## src/core/sbc_pkg.sv

```systemverilog
/*
  Constants shared by the serial command port: frame layout, register addresses,
  field positions inside control bytes, status register list and mode encodings.
  Assumes the chip's mode state machine and status sources live outside the port.
*/
package sbc_pkg;
  // Frame layout, first received bit is bit 0
  localparam int FRAME_BITS = 16;
  localparam int ADDR_MSB = 6;
  localparam int SEL_BIT = 7;
  localparam int DATA_LSB = 8;
  localparam logic [4:0] CNT_ADDR_DONE = 5'h07;
  localparam logic [4:0] CNT_FULL = 5'h10;
  localparam logic [4:0] CNT_MAX = 5'h1f;

  // Address ranges
  localparam logic [6:0] CTRL_LAST = 7'h1e;
  localparam logic [6:0] STAT_FIRST = 7'h40;

  // Control registers that the command checks look at
  localparam logic [6:0] ADDR_MODE_CTRL = 7'h01;
  localparam logic [6:0] ADDR_SUPPLY_CTRL = 7'h02;
  localparam logic [6:0] ADDR_WATCHDOG_CTRL = 7'h03;
  localparam logic [6:0] ADDR_BUS_CTRL_FIRST = 7'h04;
  localparam logic [6:0] ADDR_WAKE_CTRL_SECOND = 7'h07;
  localparam logic [6:0] ADDR_TIMER_CTRL = 7'h0c;

  // Field positions inside control bytes
  localparam int MODE_FLD_LSB = 6;
  localparam logic [1:0] MODE_REQ_NORMAL = 2'h0;
  localparam logic [1:0] MODE_REQ_SLEEP = 2'h1;
  localparam logic [1:0] MODE_REQ_STOP = 2'h2;
  localparam logic [1:0] MODE_REQ_SOFT_RESET = 2'h3;
  localparam int LOAD_SHARE_BIT = 2;
  localparam int WAKE_ONE_EN_BIT = 0;
  localparam int WAKE_TWO_EN_BIT = 1;
  localparam int WAKE_MEAS_BIT = 5;
  localparam logic [7:0] WAKE_EN_MASK = 8'h07;
  localparam int TIMER_PERIOD_LSB = 0;
  localparam int TIMER_ON_LSB = 3;

  // Status registers, index order used by the status array
  localparam int NSTAT = 9;
  localparam logic [6:0] STAT_ADDR [NSTAT] = '{7'h40, 7'h41, 7'h42, 7'h43, 7'h44, 7'h46, 7'h47, 7'h54, 7'h55};
  localparam int IDX_SUPPLY_SECOND = 0;
  localparam int IDX_SUPPLY_FIRST = 1;
  localparam int IDX_THERMAL = 2;
  localparam int IDX_DEVICE = 3;
  localparam int IDX_BUS_FAIL = 4;
  localparam int IDX_WAKE_FIRST = 5;
  localparam int IDX_WAKE_SECOND = 6;
  localparam int IDX_HS_OVERLOAD = 7;
  localparam int IDX_HS_OPEN_LOAD = 8;
  localparam int CMD_FAIL_BIT = 1;
  localparam logic [7:0] STAT_RESET = 8'h00;

  // Command stream buffer
  localparam int CMD_WIDTH = 15;
  localparam int CMD_DEPTH = 4;

  typedef enum logic [2:0] {
    SBC_MODE_INIT,
    SBC_MODE_NORMAL,
    SBC_MODE_STOP,
    SBC_MODE_SLEEP,
    SBC_MODE_RESTART
  } sbc_mode_e;
endpackage : sbc_pkg

```

## src/core/sbc_spi_command_interface.sv

```systemverilog
/*
  Serial command port of the power companion chip, plus its command FIFO.
  Assumes: serial clock, select and data in arrive asynchronously and are sampled
  by clk (200 MHz) well above the serial rate; chipMode, resetOutput and the status
  set strobes come from chip logic on clk.
*/
`timescale 1ns/1ps

module sbc_fifo #(
  parameter int WIDTH = 15,
  parameter int DEPTH = 4
) (
  input wire logic clk,
  input wire logic rst_n,
  input wire logic inValid,
  input wire logic [WIDTH-1:0] inData,
  output logic inReady,
  output logic outValid,
  output logic [WIDTH-1:0] outData,
  input wire logic outReady
);
  localparam int AW = (DEPTH > 1) ? $clog2(DEPTH) : 1;
  localparam logic [AW-1:0] LAST = AW'(DEPTH - 1);
  localparam logic [AW:0] FULL = (AW + 1)'(DEPTH);

  logic [WIDTH-1:0] mem [DEPTH];
  logic [AW-1:0] wrPtr;
  logic [AW-1:0] rdPtr;
  logic [AW:0] count;
  wire push = inValid & inReady;
  wire pop = outValid & outReady;

  // Honest flags straight from the occupancy count
  assign inReady = count != FULL;
  assign outValid = count != '0;
  assign outData = mem[rdPtr];

  // Storage words carry no reset; only the pointers define contents
  always_ff @(posedge clk) begin
    if (push) begin
      mem[wrPtr] <= inData;
    end
  end

  // Pointers wrap at the last slot, so any depth works
  always_ff @(posedge clk or negedge rst_n) begin
    if (!rst_n) begin
      wrPtr <= '0;
      rdPtr <= '0;
      count <= '0;
    end else begin
      if (push) wrPtr <= (wrPtr == LAST) ? '0 : wrPtr + 1'b1;
      if (pop) rdPtr <= (rdPtr == LAST) ? '0 : rdPtr + 1'b1;
      if (push && !pop) count <= count + 1'b1;
      else if (pop && !push) count <= count - 1'b1;
    end
  end
endmodule : sbc_fifo

module sbc_spi_command_interface (
  input wire logic clk,
  input wire logic rst_n,
  input wire logic serialClk,
  input wire logic select_n,
  input wire logic serialIn,
  output logic serialOut,
  output logic serialOutEn,
  input wire logic resetOutput,
  input sbc_pkg::sbc_mode_e chipMode,
  input wire logic [sbc_pkg::NSTAT*8-1:0] statusSet,
  output logic cmdValid,
  output logic [sbc_pkg::CMD_WIDTH-1:0] cmdWord,
  input wire logic cmdReady,
  output logic forceRestart,
  output logic forceNormal,
  output logic wakeInterrupt,
  output logic [7:0] statusSummary
);
  import sbc_pkg::*;

  // Status address to array index; used by the read path and the clear path
  function automatic logic [4:0] statIndex(input logic [6:0] addr);
    logic [4:0] idx;
    idx = 5'h1f;
    for (int i = 0; i < NSTAT; i++) begin
      if (STAT_ADDR[i] == addr) idx = 5'(i);
    end
    return idx;
  endfunction : statIndex

  // Two flops on data in and three on clock and select; edges are read from stages two and three only
  logic [2:0] clkSync;
  logic [2:0] selSync;
  logic [1:0] dinSync;
  always_ff @(posedge clk or negedge rst_n) begin
    if (!rst_n) begin
      clkSync <= 3'h0;
      selSync <= 3'h7;
      dinSync <= 2'h0;
    end else begin
      clkSync <= {clkSync[1:0], serialClk};
      selSync <= {selSync[1:0], select_n};
      dinSync <= {dinSync[0], serialIn};
    end
  end

  wire sclkHigh = clkSync[1];
  wire sclkRise = clkSync[1] & ~clkSync[2];
  wire sclkFall = ~clkSync[1] & clkSync[2];
  wire selFall = ~selSync[1] & selSync[2];
  wire selRise = selSync[1] & ~selSync[2];
  wire frameActive = ~selSync[1];
  wire serial_in = dinSync[1];

  logic [15:0] rxShift;
  logic [4:0] bitCount;
  logic [4:0] riseCount;
  logic clkHighSeen;
  logic resetSeen;
  logic errPending;
  logic [7:0] summaryLatch;
  logic [7:0] dataLatch;
  logic dataLoaded;
  logic pendingValid;
  logic [15:0] pendingWord;
  logic [7:0] ctrlMem [32];
  logic [7:0] statReg [NSTAT];

  // Receive path: one bit per falling edge, count saturates so long frames stay wrong
  always_ff @(posedge clk or negedge rst_n) begin
    if (!rst_n) begin
      rxShift <= 16'h0000;
      bitCount <= 5'h00;
    end else if (selFall) begin
      bitCount <= 5'h00;
    end else if (frameActive && sclkFall) begin
      rxShift <= {serial_in, rxShift[15:1]};
      bitCount <= (bitCount == CNT_MAX) ? CNT_MAX : bitCount + 5'h01;
    end
  end

  // Frame faults collected while select is low
  wire clkHighAtEdge = (selFall | selRise) & sclkHigh;
  wire badCount = (bitCount != 5'h00) && (bitCount != CNT_FULL);
  wire frameFault = badCount | clkHighSeen | resetSeen;
  always_ff @(posedge clk or negedge rst_n) begin
    if (!rst_n) begin
      clkHighSeen <= 1'b0;
      resetSeen <= 1'b0;
    end else begin
      clkHighSeen <= (selFall ? 1'b0 : clkHighSeen) | clkHighAtEdge;
      resetSeen <= (selFall ? 1'b0 : resetSeen) | (frameActive & ~resetOutput);
    end
  end

  // Error flag: raised at frame end, shown at the next frame start, then consumed
  wire errRaise = selRise & (frameFault | clkHighAtEdge | (pendingValid & (bitCount == CNT_FULL)));
  always_ff @(posedge clk or negedge rst_n) begin
    if (!rst_n) begin
      errPending <= 1'b0;
    end else begin
      errPending <= (selFall ? 1'b0 : errPending) | errRaise | (selFall & sclkHigh);
    end
  end

  // Command captured only from clean 16-clock frames outside restart mode
  wire captureOk = selRise && !frameFault && !clkHighAtEdge && (bitCount == CNT_FULL)
                   && (chipMode != SBC_MODE_RESTART) && !pendingValid;
  wire [6:0] rxAddr = rxShift[15:9];

  // Read path for the answer byte; controls and status show content before this frame
  wire [4:0] rdIdx = statIndex(rxAddr);
  wire [7:0] readByte = (rxAddr <= CTRL_LAST) ? ctrlMem[rxAddr[4:0]] :
                        (rdIdx < 5'(NSTAT)) ? statReg[rdIdx[3:0]] : 8'h00;

  // Summary byte, one bit per status register except the two wake registers, which share bit 4; wake level is not part of it
  assign statusSummary = {|statReg[IDX_HS_OPEN_LOAD], |statReg[IDX_HS_OVERLOAD], |statReg[IDX_SUPPLY_SECOND],
                          |statReg[IDX_WAKE_FIRST] | (|statReg[IDX_WAKE_SECOND]), |statReg[IDX_BUS_FAIL],
                          |statReg[IDX_DEVICE], |statReg[IDX_THERMAL], |statReg[IDX_SUPPLY_FIRST]};

  // Answer word: summary in the low byte, addressed data in the high byte
  wire [15:0] answerWord = {dataLatch, summaryLatch};
  wire [4:0] nextRise = (riseCount == CNT_MAX) ? CNT_MAX : riseCount + 5'h01;
  wire nextBit = (riseCount < CNT_FULL) ? answerWord[riseCount[3:0]] : 1'b0;

  // Transmit path; the error bit sits on the line before the first rising edge
  always_ff @(posedge clk or negedge rst_n) begin
    if (!rst_n) begin
      serialOut <= 1'b1;
      riseCount <= 5'h00;
      summaryLatch <= 8'h00;
      dataLatch <= 8'h00;
      dataLoaded <= 1'b0;
    end else begin
      if (selFall) begin
        riseCount <= 5'h00;
        summaryLatch <= statusSummary;
        dataLoaded <= 1'b0;
        dataLatch <= 8'h00;
      end else if (frameActive && sclkRise) begin
        riseCount <= nextRise;
      end else if (frameActive && !dataLoaded && bitCount == CNT_ADDR_DONE) begin
        dataLatch <= readByte;
        dataLoaded <= 1'b1;
      end
      if (!resetOutput) serialOut <= 1'b1;
      else if (selFall) serialOut <= errPending;
      else if (frameActive && sclkRise) serialOut <= nextBit;
    end
  end

  // Line released once select returns high
  assign serialOutEn = frameActive;

  // Decode of the held command
  wire [6:0] pAddr = pendingWord[ADDR_MSB:0];
  wire pSel = pendingWord[SEL_BIT];
  wire [7:0] pData = pendingWord[15:DATA_LSB];
  wire [1:0] modeReq = pData[MODE_FLD_LSB +: 2];
  wire [7:0] wakeCtrl = ctrlMem[ADDR_WAKE_CTRL_SECOND[4:0]];
  wire [7:0] supplyCtrl = ctrlMem[ADDR_SUPPLY_CTRL[4:0]];
  wire stuck = (pendingWord == 16'h0000) || (pendingWord == 16'hffff);
  wire isWrite = (pAddr <= CTRL_LAST) && pSel && !stuck;
  wire [4:0] clrIdx = statIndex(pAddr);
  wire isClear = (pAddr >= STAT_FIRST) && pSel && !stuck && (clrIdx < 5'(NSTAT));
  wire wMode = isWrite && pAddr == ADDR_MODE_CTRL;
  wire wWatchdog = isWrite && pAddr == ADDR_WATCHDOG_CTRL;
  wire wTimer = isWrite && pAddr == ADDR_TIMER_CTRL;
  wire wSupply = isWrite && pAddr == ADDR_SUPPLY_CTRL;
  wire inStop = chipMode == SBC_MODE_STOP;
  wire inInit = chipMode == SBC_MODE_INIT;
  wire reqSleep = wMode && modeReq == MODE_REQ_SLEEP;
  wire reqStop = wMode && modeReq == MODE_REQ_STOP;
  wire stopAllowed = wWatchdog || (wMode && (modeReq == MODE_REQ_NORMAL || modeReq == MODE_REQ_SOFT_RESET));
  wire stopBlocked = inStop && isWrite && !stopAllowed;
  wire stopToSleep = inStop && reqSleep;
  wire initLowPower = inInit && (reqSleep || reqStop);
  wire busWakeNone = ctrlMem[ADDR_BUS_CTRL_FIRST[4:0]] == 8'h00;
  wire noWakeSource = reqSleep && !inStop && !inInit && busWakeNone && wakeCtrl == 8'h00;
  wire onlyWakeOneTwo = ((wakeCtrl & WAKE_EN_MASK) != 8'h00) && !wakeCtrl[2]
                        && (wakeCtrl[WAKE_ONE_EN_BIT] | wakeCtrl[WAKE_TWO_EN_BIT]);
  wire measOnly = reqSleep && !inStop && !inInit && wakeCtrl[WAKE_MEAS_BIT] && onlyWakeOneTwo
                  && busWakeNone;
  wire wdParityBad = wWatchdog && ^pData;
  wire timerBad = wTimer && (pData[TIMER_ON_LSB +: 3] >= pData[TIMER_PERIOD_LSB +: 3]);
  wire loadShareClr = wSupply && !inStop && supplyCtrl[LOAD_SHARE_BIT] && !pData[LOAD_SHARE_BIT];
  wire wakePending = (statReg[IDX_WAKE_FIRST] != 8'h00) || (statReg[IDX_WAKE_SECOND] != 8'h00);
  wire stopWithWake = reqStop && !inInit && !inStop && wakePending;
  wire dropWrite = stuck | stopBlocked | initLowPower | wdParityBad | timerBad;
  wire failSet = dropWrite | noWakeSource | measOnly | loadShareClr;
  wire doWrite = isWrite && !dropWrite;
  wire [7:0] storeData = loadShareClr ? (pData | (8'h01 << LOAD_SHARE_BIT)) : pData;

  // A write waits for room in the command FIFO; reads and clears never wait
  logic fifoInReady;
  wire fire = pendingValid && (fifoInReady || !doWrite);

  // Held command; a clean frame arriving while one still waits is flagged as an error
  always_ff @(posedge clk or negedge rst_n) begin
    if (!rst_n) begin
      pendingValid <= 1'b0;
      pendingWord <= 16'h0000;
    end else if (captureOk) begin
      pendingValid <= 1'b1;
      pendingWord <= rxShift;
    end else if (fire) begin
      pendingValid <= 1'b0;
    end
  end

  // Local copy of control bytes, updated only after select high
  always_ff @(posedge clk or negedge rst_n) begin
    if (!rst_n) begin
      for (int i = 0; i < 32; i++) ctrlMem[i] <= 8'h00;
    end else if (fire && doWrite) begin
      ctrlMem[pAddr[4:0]] <= storeData;
    end
  end

  // Status bytes: chip events set bits, read-and-clear empties; a new event beats the clear
  genvar gi;
  generate
    for (gi = 0; gi < NSTAT; gi++) begin : gStat
      wire clrThis = fire && isClear && clrIdx == 5'(gi);
      wire [7:0] failBit = (gi == IDX_DEVICE && fire && failSet) ? (8'h01 << CMD_FAIL_BIT) : 8'h00;
      always_ff @(posedge clk or negedge rst_n) begin
        if (!rst_n) statReg[gi] <= STAT_RESET;
        else statReg[gi] <= (clrThis ? 8'h00 : statReg[gi]) | statusSet[gi*8 +: 8] | failBit;
      end
    end
  endgenerate

  // Mode side effects as one-cycle strobes to the mode logic
  always_ff @(posedge clk or negedge rst_n) begin
    if (!rst_n) begin
      forceRestart <= 1'b0;
      forceNormal <= 1'b0;
      wakeInterrupt <= 1'b0;
    end else begin
      forceRestart <= fire & (stopToSleep | noWakeSource | measOnly);
      forceNormal <= fire & initLowPower;
      wakeInterrupt <= fire & stopWithWake;
    end
  end

  sbc_fifo #(
    .WIDTH(CMD_WIDTH),
    .DEPTH(CMD_DEPTH)
  ) cmdFifo (
    .clk(clk),
    .rst_n(rst_n),
    .inValid(fire & doWrite),
    .inData({pAddr, storeData}),
    .inReady(fifoInReady),
    .outValid(cmdValid),
    .outData(cmdWord),
    .outReady(cmdReady)
  );
endmodule : sbc_spi_command_interface

```

## config.mk

```make
export PLATFORM = sky130hd
export DESIGN_NAME = sbc_spi_command_interface
export DESIGN_NICKNAME = d
export VERILOG_FILES = /design/src/core/sbc_pkg.sv /design/src/core/sbc_spi_command_interface.sv
export SDC_FILE = /design/constraint.sdc
export NUM_CORES = 1
export LEC_CHECK = 0
export BUFFER_PORTS_ARGS = -buffer_cell sky130_fd_sc_hd__buf_2
export CORE_MARGIN = 3
export CORE_UTILIZATION = 40
export DETAILED_ROUTE_END_ITERATION = 6
export GPL_ROUTABILITY_DRIVEN = 0
export GPL_TIMING_DRIVEN = 0
export SLEW_MARGIN = 20
export SYNTH_ARGS = -nofsm -noshare
export SYNTH_HDL_FRONTEND = slang
export SYNTH_SLANG_ARGS = --single-unit
```

## constraint.sdc

```tcl
create_clock -name clk -period 10 [get_ports clk]
set_input_delay 1 -clock clk [delete_from_list [all_inputs] [get_ports clk]]
set_output_delay 1 -clock clk [all_outputs]
set_load 0.01 [all_outputs]
```

==> metrics.csv, run 1 <==
stage;metric;value;unit
clock_tree;ctsHoldBuffers;0;
route;drt_pass1_iterations;5;
critical_path;end_kind;flip-flop;
sta;report.final.slew_viol_count;0;
synthesis;syn_inst;1598;
synthesis;ys_async_sr_fraction;0.872;
route;avgViaCountPerCell;5.85;
sta;clock.fmax;0.226;GHz
synthesis;post-synth-top-count-cell;dfrtp_1;
grt;grt_overflow;0;
route;ant_nets;0;
sta;worst_pin_slew;1.09;ns
sta;final.setup.worst_slack;5.57;ns
route;routed_wl;64.1;mm
power_and_ir_drop;peakVddDrop;134;uV
synthesis;synthDistinctLibCells;73;
route;wire_per_inst;25.7;um
clock_tree;numCtsBuffers;51;
floorplanning;start_util;0.409;
final_layout;layout.nets;1872;
synthesis;synthTopCellsByArea;dfrtp_1 (47%), mux2_2 (15%), edfxtp_1 (8.3%);
grt;antenna_found_initial;2;
grt;grt_pass1_wl;96.5;mm
clock_tree;worstSkewPairLatency;0.60;ns
floorplanning;die_w;239;um
final_layout;fillers;4700;
final_layout;drive_gt1_frac;0.343;
sta;skew;0.0187;ns
synthesis;synth_top_area_share;0.466;
sta;period_share;0.443;
clock_tree;cts_setup_buffers;0;
floorplanning;dieArea;57300;um^2
placement;port_buffers;110;
critical_path;required;10.51;ns
grt;grt_pass1_vias;15100;
route;post-route-drc-count;0;
critical_path;setup.worst_path.class;reg -> reg;
route;drtIter0Drc;1535;
grt;grt_max_degree;103;
placement;dp_hpwl;45.5;mm
placement;place_ws;5.64;ns
flow_run;drv_cap;0;
floorplanning;chipHeight;239;um
outcome;outcome;completed;
final_layout;area_delta_synth_final;15.0;%
final_layout;post-route-util;0.470;
clock_tree;clkTransAtPathRegs;0.06;ns
sta;min_period;4.43;ns
synthesis;yosysTopAreaCell;dfrtp_1;
critical_path;start_kind;flip-flop;
sta;rsz0062_at_grt;false;
sta;hold_viol;0;
floorplanning;coreArea;53300;um^2
power_and_ir_drop;leakagePower;10.7;nW
critical_path;cp_max_fo;11;
synthesis;synth-main-ff-cell;dfrtp_1;
clock_tree;ctsResizeCount;0;
synthesis;ys_seq_elements;470;
synthesis;yosysSeqAreaShare;0.554;
floorplanning;io_pins;111;
route;vias;14600;
synthesis;synth_commonest_cells;dfrtp_1 (406), mux2_2 (295), a21o_1 (74);
worst_hold_path;hold_path_class;in -> async;
power_and_ir_drop;power.density;191;nW/um^2
clock_tree;numClockSinks;470;
sta;setup_violations;0;
synthesis;syn-cell-area;21800;um^2
synthesis;syn_avg_cell_area;13.6;um^2
floorplanning;row_count;84;
clock_tree;cts_htree_levels;2;
critical_path;cp.arrival;4.94;ns
grt;grt_use_total;0.226;
synthesis;yosys_warnings;0;
clock_tree;cts_max_path_buffers;3;
clock_tree;cts_tree;yes;
synthesis;synth_edf_count;60;
sta;slew_headroom;0.268;
synthesis;mappedNetlistNets;1705;
clock_tree;cts_root_buf;clkbuf_16;
[registers in the layout, indices dropped and copies added, names as in the netlist, 2 cells and up]
signal / cells
ctrlMem: 240
selSync: 3
cmdFifo.mem: 60
cmdFifo.count: 3
statReg: 72
riseCount: 5
summaryLatch: 8
clkSync: 3
cmdFifo.wrPtr: 2
bitCount: 5
cmdFifo.rdPtr: 2
dataLatch: 8
wakeCtrl: 8
supplyCtrl: 8
rxShift: 16
pendingWord: 16
dinSync: 2
[where the power goes]
part | switching (W) | internal, W | total [W]
Combinational | 0.000603 | 0.000281 | 0.000884
Sequential | 0.0000159 | 0.00195 | 0.00197
Clock | 0.000774 | 0.00117 | 0.00194
[final cells by class]
class                      instances  area (um^2)  share of cell area
inverter                          22         82.6             0.00329
timing repair buffer             114          671              0.0268
antenna                            1         2.50           0.0000998
sequential                       470        12100               0.481
multi-input combinational        999         9180               0.366
clock buffer                      78         1550              0.0618
buffer                           107          473              0.0189
clock inverter                    17          186             0.00744
tap                              688          861              0.0343
[layout by cell type (no fill, tap or decap), types with 7 or more instances in the layout]
cell type	count
edfxtp_1	60
mux2i_1	68
nor3_1	19
nor3b_1	7
o21ai_0	27
buf_1	9
nor2b_1	15
clkinv_2	11
o211ai_1	9
nand2b_1	16
a22oi_1	13
clkbuf_16	53
nand3_1	25
nand4_1	13
a221oi_1	12
dfrtp_1	406
ha_1	24
inv_1	21
o22ai_1	15
buf_2	130
a22o_1	13
mux4_2	53
clkbuf_1	80
a21o_1	74
nand2_1	62
mux2_2	295
nor3_4	19
a211oi_1	11
and3_1	7
a21oi_1	23
clkbuf_8	13
a31oi_1	14
nor2_1	61
nor4_1	26
[worst max-delay path, stage by stage (launching register included)]
cell	delay [ns]
dfrtp_1	0.76
clkbuf_1	0.50
inv_1	0.14
ha_1	0.29
nand2b_1	0.14
a21oi_1	0.14
nor2b_1	0.06
o2111ai_1	0.41
nand4_4	0.28
buf_6	0.26
nor2_1	0.25
ha_1	0.24
inv_1	0.06
fa_1	0.37
xor2_1	0.17
nor2_1	0.11
xor2_1	0.16
[final timing paths]
path	from	to	depth (start not counted)	slack, ns
max in group asynchronous	rst_n	cmdFifo.count[0]	3	8.43
worst min-delay path	rst_n	ctrlMem[79]	1	0.27
worst min register to register	dinSync[0]	dinSync[1]	0	0.36
worst max-delay path	pendingWord[11]	cmdFifo.count[2]	16	5.57
worst max register to register	pendingWord[11]	cmdFifo.count[2]	16	5.57
min in group clk	dinSync[0]	dinSync[1]	0	0.36
[cell families after synthesis]
logic type,Yosys count,synth area share
fa+ha+maj,25,0.0147
buf+inv,129,0.0255
simple gates,310,0.0860
flops,470,0.554
compound gates,240,0.0787
xor+xnor,8,0.00321
mux,416,0.238
[layer usage]
layer,GRT usage,routed length (um),vias up
met2,0.360,29900,537
met1,0.316,27700,7620
met3,0.0378,4180,131
li1,-,-,6324
met5,0,0,-
met4,0.0768,2330,0
[metrics by stage]
stage	hold WS [ns]	TNS [ns]	instances	cell area, um^2	power [W]
after global routing	0.278	0	2496	25100	0.00494
after detailed placement	0.345	0	2400	23300	0.00287
final	0.275	0	2496	25100	0.00479
after CTS	0.265	0	2495	25100	0.00481
after floorplan	0.331	0	1598	21800	0.00250
after global placement	0.338	-31.00	2396	23200	0.00286
No activity file was read; power rests on OpenSTA's default activity.
==> run 2, diff against run 1 <==
==> constraint.sdc (replaced) <==
create_clock -name clk -period 4 [get_ports clk]
set_input_delay 0.4 -clock clk [delete_from_list [all_inputs] [get_ports clk]]
set_output_delay 0.4 -clock clk [all_outputs]
set_load 0.01 [all_outputs]
==> run 2 against run 1 <==
Clock skew about the same. Worst setup slack got worse by 5.4 ns. Die area unchanged. Non-clock buffer count increased by 71. Worst hold slack got worse by 0.25 ns. Combinational power increased to 2.6 times the previous value. Total power increased to 2.5 times the previous value. Core utilization increased by 1.4 points. First-iteration DRC count decreased by 3.5%. Count of clock-buffer cells in the layout unchanged. Largest power group unchanged.
==> metrics.csv, run 2 (synthesis gave the netlist of run 1 again) <==
stage;metric;value;unit
critical_path;reg2reg_slack;0.12;ns
worst_hold_path;min_from;statusSet[58];
sta;skew;0.0182;ns
grt;grt_pass1_vias;15600;
critical_path;start_kind;flip-flop;
floorplanning;chipHeight;239;um
grt;grt_use_total;0.230;
sta;slew_headroom;0.267;
final_layout;final_common_cell;dfrtp_1;
sta;min_period;3.88;ns
sta;clock.fmax;0.258;GHz
clock_tree;worstSkewPairLatency;0.60;ns
critical_path;cpLargestDelayFamily;buffers and inverters;
power_and_ir_drop;leakagePower;11.1;nW
floorplanning;coreArea;53300;um^2
sta;holdWs;0.0294;ns
final_layout;top_regs;ctrlMem x240, statReg x72, cmdFifo.mem x60;
clock_tree;cts_tree;yes;
clock_tree;numCtsBuffers;51;
critical_path;r2r-start;rxShift[9];
critical_path;setup.worst_path.class;reg -> reg;
sta;setup_violations;0;
sta;hold_viol;0;
critical_path;reg2reg_to;dataLatch[3];
route;top_layer_used;met4;
route;avgViaCountPerCell;5.84;
sta;rsz0062_at_grt;true;
final_layout;fin_cells;2567;
final_layout;fillers;4601;
route;drtIter0Drc;1481;
grt;grt_overflow;0;
route;ant_nets;0;
power_and_ir_drop;power.density;466;nW/um^2
route;wl_met3;3.95;mm
floorplanning;dieArea;57300;um^2
grt;grt_pass1_wl;98.6;mm
floorplanning;io_pins;111;
critical_path;critPathMaxStageDelay;0.78;ns
final_layout;drive_gt1_frac;0.337;
final_layout;layout_common_cells;dfrtp_1 (399), mux2_2 (295), buf_2 (130);
clock_tree;cts_root_buf;clkbuf_16;
critical_path;required;4.45;ns
clock_tree;cts_htree_levels;2;
final_layout;layout.nets;1943;
critical_path;crit_chain;buf_2 > buf_2 > buf_2 > clkbuf_1 > nand3_1 > a31oi_1 > nor4_1 > nor3_1 > o21ai_0;
worst_hold_path;hold_path_class;in -> reg;
route;drt_pass1_iterations;5;
worst_hold_path;hold_end;statReg[10];
sta;period_share;0.969;
power_and_ir_drop;peakVddDrop;334;uV
clock_tree;numClockSinks;470;
placement;dp_hpwl;45.5;mm
final_layout;regMostFlops;ctrlMem;
floorplanning;start_util;0.409;
clock_tree;cts_setup_buffers;0;
sta;final.setup.worst_slack;0.123;ns
critical_path;worst-path-buf-inv;4;
critical_path;end_kind;flip-flop;
critical_path;worst_path_most_repeated_cell;buf_2;
final_layout;area_delta_synth_final;18.5;%
sta;worst_pin_slew;1.09;ns
final_layout;largest_register_ff_count;240;
critical_path;cp.arrival;4.33;ns
sta;report.final.slew_viol_count;0;
flow_run;drv_cap;0;
grt;grt_max_degree;103;
route;wl_met2;30.6;mm
critical_path;worst_path_max_delay_cell;clkbuf_1;
power_and_ir_drop;totalPowerFinal;0.0120;W
floorplanning;row_count;84;
route;post-route-drc-count;0;
grt;antenna_found_initial;1;
final_layout;post-route-util;0.485;
route;wire_per_inst;25.4;um
clock_tree;cts_max_path_buffers;3;
placement;place_ws;-0.356;ns
outcome;outcome;completed;
critical_path;cp_max_fo;10;
critical_path;worstRegToRegCells;9;
clock_tree;clkTransAtPathRegs;0.06;ns
route;m1WireLength;28.1;mm
placement;port_buffers;110;
worst_hold_path;whs_path_depth;2;
route;vias;15000;
placement;dp.cells;2400;
route;routed_wl;65.2;mm
floorplanning;die_w;239;um
## run 2: cell count changes in the layout (fill, tap and decap cells not counted), moves of 2 or more
cell,delta
dlygate4sd3_1,+74
clkbuf_1,-7
dfrtp_1,-7
dfrtp_2,+6
clkbuf_2,+3
clkbuf_4,+2
## run 2: worst max path at each step
stage	from	end	slack, ns	depth (start not counted)
2_1_floorplan	pendingWord[11]	cmdFifo.count[2]	0.61	16
3_3_place_gp	rst_n	cmdFifo.rdPtr[0]	-5.52	1
3_5_place_dp	pendingWord[11]	cmdFifo.count[2]	-0.36	16
4_1_cts	pendingWord[12]	cmdFifo.count[2]	0.05	15
5_1_grt	pendingWord[15]	cmdFifo.count[2]	-0.04	16
6_report	rxShift[9]	dataLatch[3]	0.12	9
## run 2: worst reg2reg max path, cell delays in order, from the launching register on
cell and delay (ns):
dfrtp_1 0.31, buf_2 0.30, buf_2 0.48, buf_2 0.54, clkbuf_1 0.80, nand3_1 0.17, a31oi_1 0.34, nor4_1 0.11
nor3_1 0.51, o21ai_0 0.18
## run 2: cell type report
type                    count  area, um^2  area share
multi-input cells         999        9190       0.356
plain buffers             104         473      0.0183
inverters                  22        82.6     0.00320
clock inverters            17         186     0.00722
diodes                      1        2.50   0.0000969
well taps                 688         861      0.0333
clock buffers              78        1550      0.0600
repair buffers            188        1410      0.0546
flip-flops and latches    470       12100       0.468
## run 2: layer usage
metal,vias up,track usage
met3,148,0.0420
met4,0,0.0841
met2,543,0.369
met1,7859,0.314
met5,-,0
li1,6451,-
## run 2: repair_timing
| item | CTS | global route |
|---|---|---|
| hold buffers | 74 | 0 |
| endpoints found under the hold margin | 108 | 0 |
| gates resized for setup | 11 | 10 |
| setup endpoints to repair | 169 | 4 |
## run 2: per-stage QoR
step / cell area, um^2 / setup TNS [ns]
after floorplan: 21800 / 0
after global placement: 23200 / -2246.65
after global routing: 25800 / -0.0387
after detailed placement: 23300 / -14.54
after CTS: 25800 / 0
final: 25800 / 0
## run 2: power breakdown
part           internal, W  total (W)  switching [W]
Sequential         0.00487    0.00492      0.0000408
Combinational     0.000749    0.00226        0.00151
Clock              0.00292    0.00486        0.00194
==> run 3, diff against run 2 <==
--- a/config.mk
+++ b/config.mk
@@ -5,6 +5,7 @@
 export SDC_FILE = /design/constraint.sdc
 export NUM_CORES = 1
 export LEC_CHECK = 0
+export ABC_CLOCK_PERIOD_IN_PS = 4000
 export BUFFER_PORTS_ARGS = -buffer_cell sky130_fd_sc_hd__buf_2
 export CORE_MARGIN = 3
 export CORE_UTILIZATION = 40
==> constraint.sdc (replaced) <==
create_clock -name clk -period 4 [get_ports clk]
set_input_delay 1.2 -clock clk [delete_from_list [all_inputs] [get_ports clk]]
set_output_delay 1.2 -clock clk [all_outputs]
set_load 0.01 [all_outputs]
==> run 3 against run 2 <==
Combinational power shrank 3%. Cell area shrank 2.8%. Flip-flop and latch count is the same. Count of clock-buffer cells in the layout is the same. Sequential share of layout area grew 1.4 points. Core utilization shrank 1.4 points. Clock skew shrank 0.0026 ns. Die area is the same. Non-clock buffer count shrank 72. Critical path depth is the same. Sequential power is essentially flat. Total power shrank 0.46%. Largest cell class unchanged. Highest routed layer unchanged.
==> metrics.csv, run 3 (synthesis gave the netlist of run 1 again) <==
stage;metric;value;unit
outcome;outcome;completed;
final_layout;regMostFlops;ctrlMem;
route;drtIter0Drc;1385;
clock_tree;cts_max_path_buffers;3;
grt;grt_pass1_wl;96.5;mm
sta;setup_violations;0;
final_layout;fin_cells;2495;
final_layout;drive_gt1_frac;0.353;
route;post-route-drc-count;0;
floorplanning;coreArea;53300;um^2
critical_path;worst_path_max_delay_cell;clkbuf_1;
route;ant_nets;0;
flow_run;drv_cap;0;
clock_tree;clkTransAtPathRegs;0.06;ns
clock_tree;worstSkewPairLatency;0.60;ns
sta;clock.fmax;0.256;GHz
power_and_ir_drop;peakVddDrop;334;uV
floorplanning;io_pins;111;
final_layout;area_delta_synth_final;15.2;%
placement;place_ws;-0.356;ns
placement;dpl_cell_area;23300;um^2
clock_tree;cts_setup_buffers;0;
critical_path;worst_path_most_repeated_cell;buf_2;
critical_path;required;4.45;ns
power_and_ir_drop;leakagePower;10.8;nW
worst_hold_path;hold_path_class;reg -> reg;
final_layout;layout_common_cells;dfrtp_1 (399), mux2_2 (295), buf_2 (133);
clock_tree;cts_tree;yes;
clock_tree;ctsHoldBuffers;0;
critical_path;setup.worst_path.class;reg -> reg;
clock_tree;cts_root_buf;clkbuf_16;
critical_path;cp_max_fo;10;
route;drt_pass1_iterations;6;
final_layout;layout.nets;1871;
sta;fin_setup_tns;0;ns
sta;final.setup.worst_slack;0.0957;ns
final_layout;largest_register_ff_count;240;
route;vias;14500;
critical_path;worst-path-buf-inv;4;
placement;dp_hpwl;45.5;mm
sta;worst_pin_slew;1.08;ns
sta;report.final.slew_viol_count;0;
sta;period_share;0.976;
grt;grt_max_degree;103;
critical_path;critPathMaxStageDelay;0.78;ns
floorplanning;start_util;0.409;
critical_path;start_kind;flip-flop;
route;routed_wl;64.0;mm
sta;slew_headroom;0.278;
power_and_ir_drop;power.density;477;nW/um^2
clock_tree;numClockSinks;470;
floorplanning;row_count;84;
clock_tree;cts_htree_levels;2;
sta;min_period;3.90;ns
critical_path;crit_chain;buf_2 > buf_2 > buf_2 > clkbuf_1 > nor2_1 > a22oi_1 > o41ai_1 > nor3b_1 > o31ai_1;
critical_path;end_kind;flip-flop;
clock_tree;numCtsBuffers;51;
sta;hold_viol;0;
grt;grt_pass1_vias;15000;
grt;grt_use_total;0.226;
route;wire_per_inst;25.7;um
grt;grt_overflow;0;
route;avgViaCountPerCell;5.83;
critical_path;cpLargestDelayFamily;buffers and inverters;
floorplanning;chipHeight;239;um
placement;dp.cells;2400;
floorplanning;die_w;239;um
placement;port_buffers;110;
sta;skew;0.0156;ns
final_layout;final_common_cell;dfrtp_1;
final_layout;top_regs;ctrlMem x240, statReg x72, cmdFifo.mem x60;
final_layout;final_cell_area;25100;um^2
floorplanning;dieArea;57300;um^2
grt;antenna_found_initial;2;
critical_path;cp.arrival;4.36;ns
sta;rsz0062_at_grt;true;
sta;holdWs;0.359;ns
## run 3: power by group
part / switching (W) / leakage [nW] / internal, W
Sequential: 0.0000407 / 5.76 / 0.00487
Combinational: 0.00150 / 4.16 / 0.000702
Clock: 0.00194 / 0.862 / 0.00292
Total: 0.00349 / 10.8 / 0.00849
## run 3: timing repair
item / in CTS / in global routing
cloned: 0 / 0
endpoints found under the setup margin: 177 / 5
gates resized for setup: 14 / 16
## run 3: worst reg2reg max path, delay by kind of cell (launching register included)
kind / cells / cell delay [ns]
AO/OA/AOI/OAI: 3 / 0.75
AND/OR/NAND/NOR: 2 / 0.60
buffers and inverters: 4 / 2.11
flip-flops: 1 / 0.31
## run 3: metal layers
layer,routed length [um],vias up,GRT usage
met2,30000,483,0.360
met4,2150,0,0.0760
met3,3950,119,0.0380
li1,-,6312,-
met5,0,-,0
met1,28000,7621,0.315
## run 3: metrics by stage
step           power (W)  utilization
5_1_grt           0.0124        0.471
4_1_cts           0.0120        0.471
2_1_floorplan    0.00625            -
3_5_place_dp     0.00716        0.438
6_report          0.0120        0.471
3_3_place_gp     0.00715        0.436
## run 3: area by class of cell
type / count / area, um^2
flip-flops and latches: 470 / 12100
diodes: 1 / 2.50
plain buffers: 106 / 485
fillers: 4688 / 28200
clock inverters: 17 / 186
well taps: 688 / 861
multi-input cells: 999 / 9190
inverters: 22 / 82.6
clock buffers: 78 / 1550
repair buffers: 114 / 671
## run 3: path summary, 6_finish.rpt
| path | startpoint | endpoint | slack, ns | cells after the start |
|---|---|---|---|---|
| setup / recovery | rxShift[9] | dataLatch[6] | 0.1 | 9 |
| hold / removal | dinSync[0] | dinSync[1] | 0.36 | 0 |
| setup reg to reg | rxShift[9] | dataLatch[6] | 0.1 | 9 |
| hold reg to reg | dinSync[0] | dinSync[1] | 0.36 | 0 |
| max in group asynchronous | rst_n | pendingWord[9] | 2.21 | 3 |
| min in group asynchronous | rst_n | ctrlMem[79] | 0.47 | 1 |
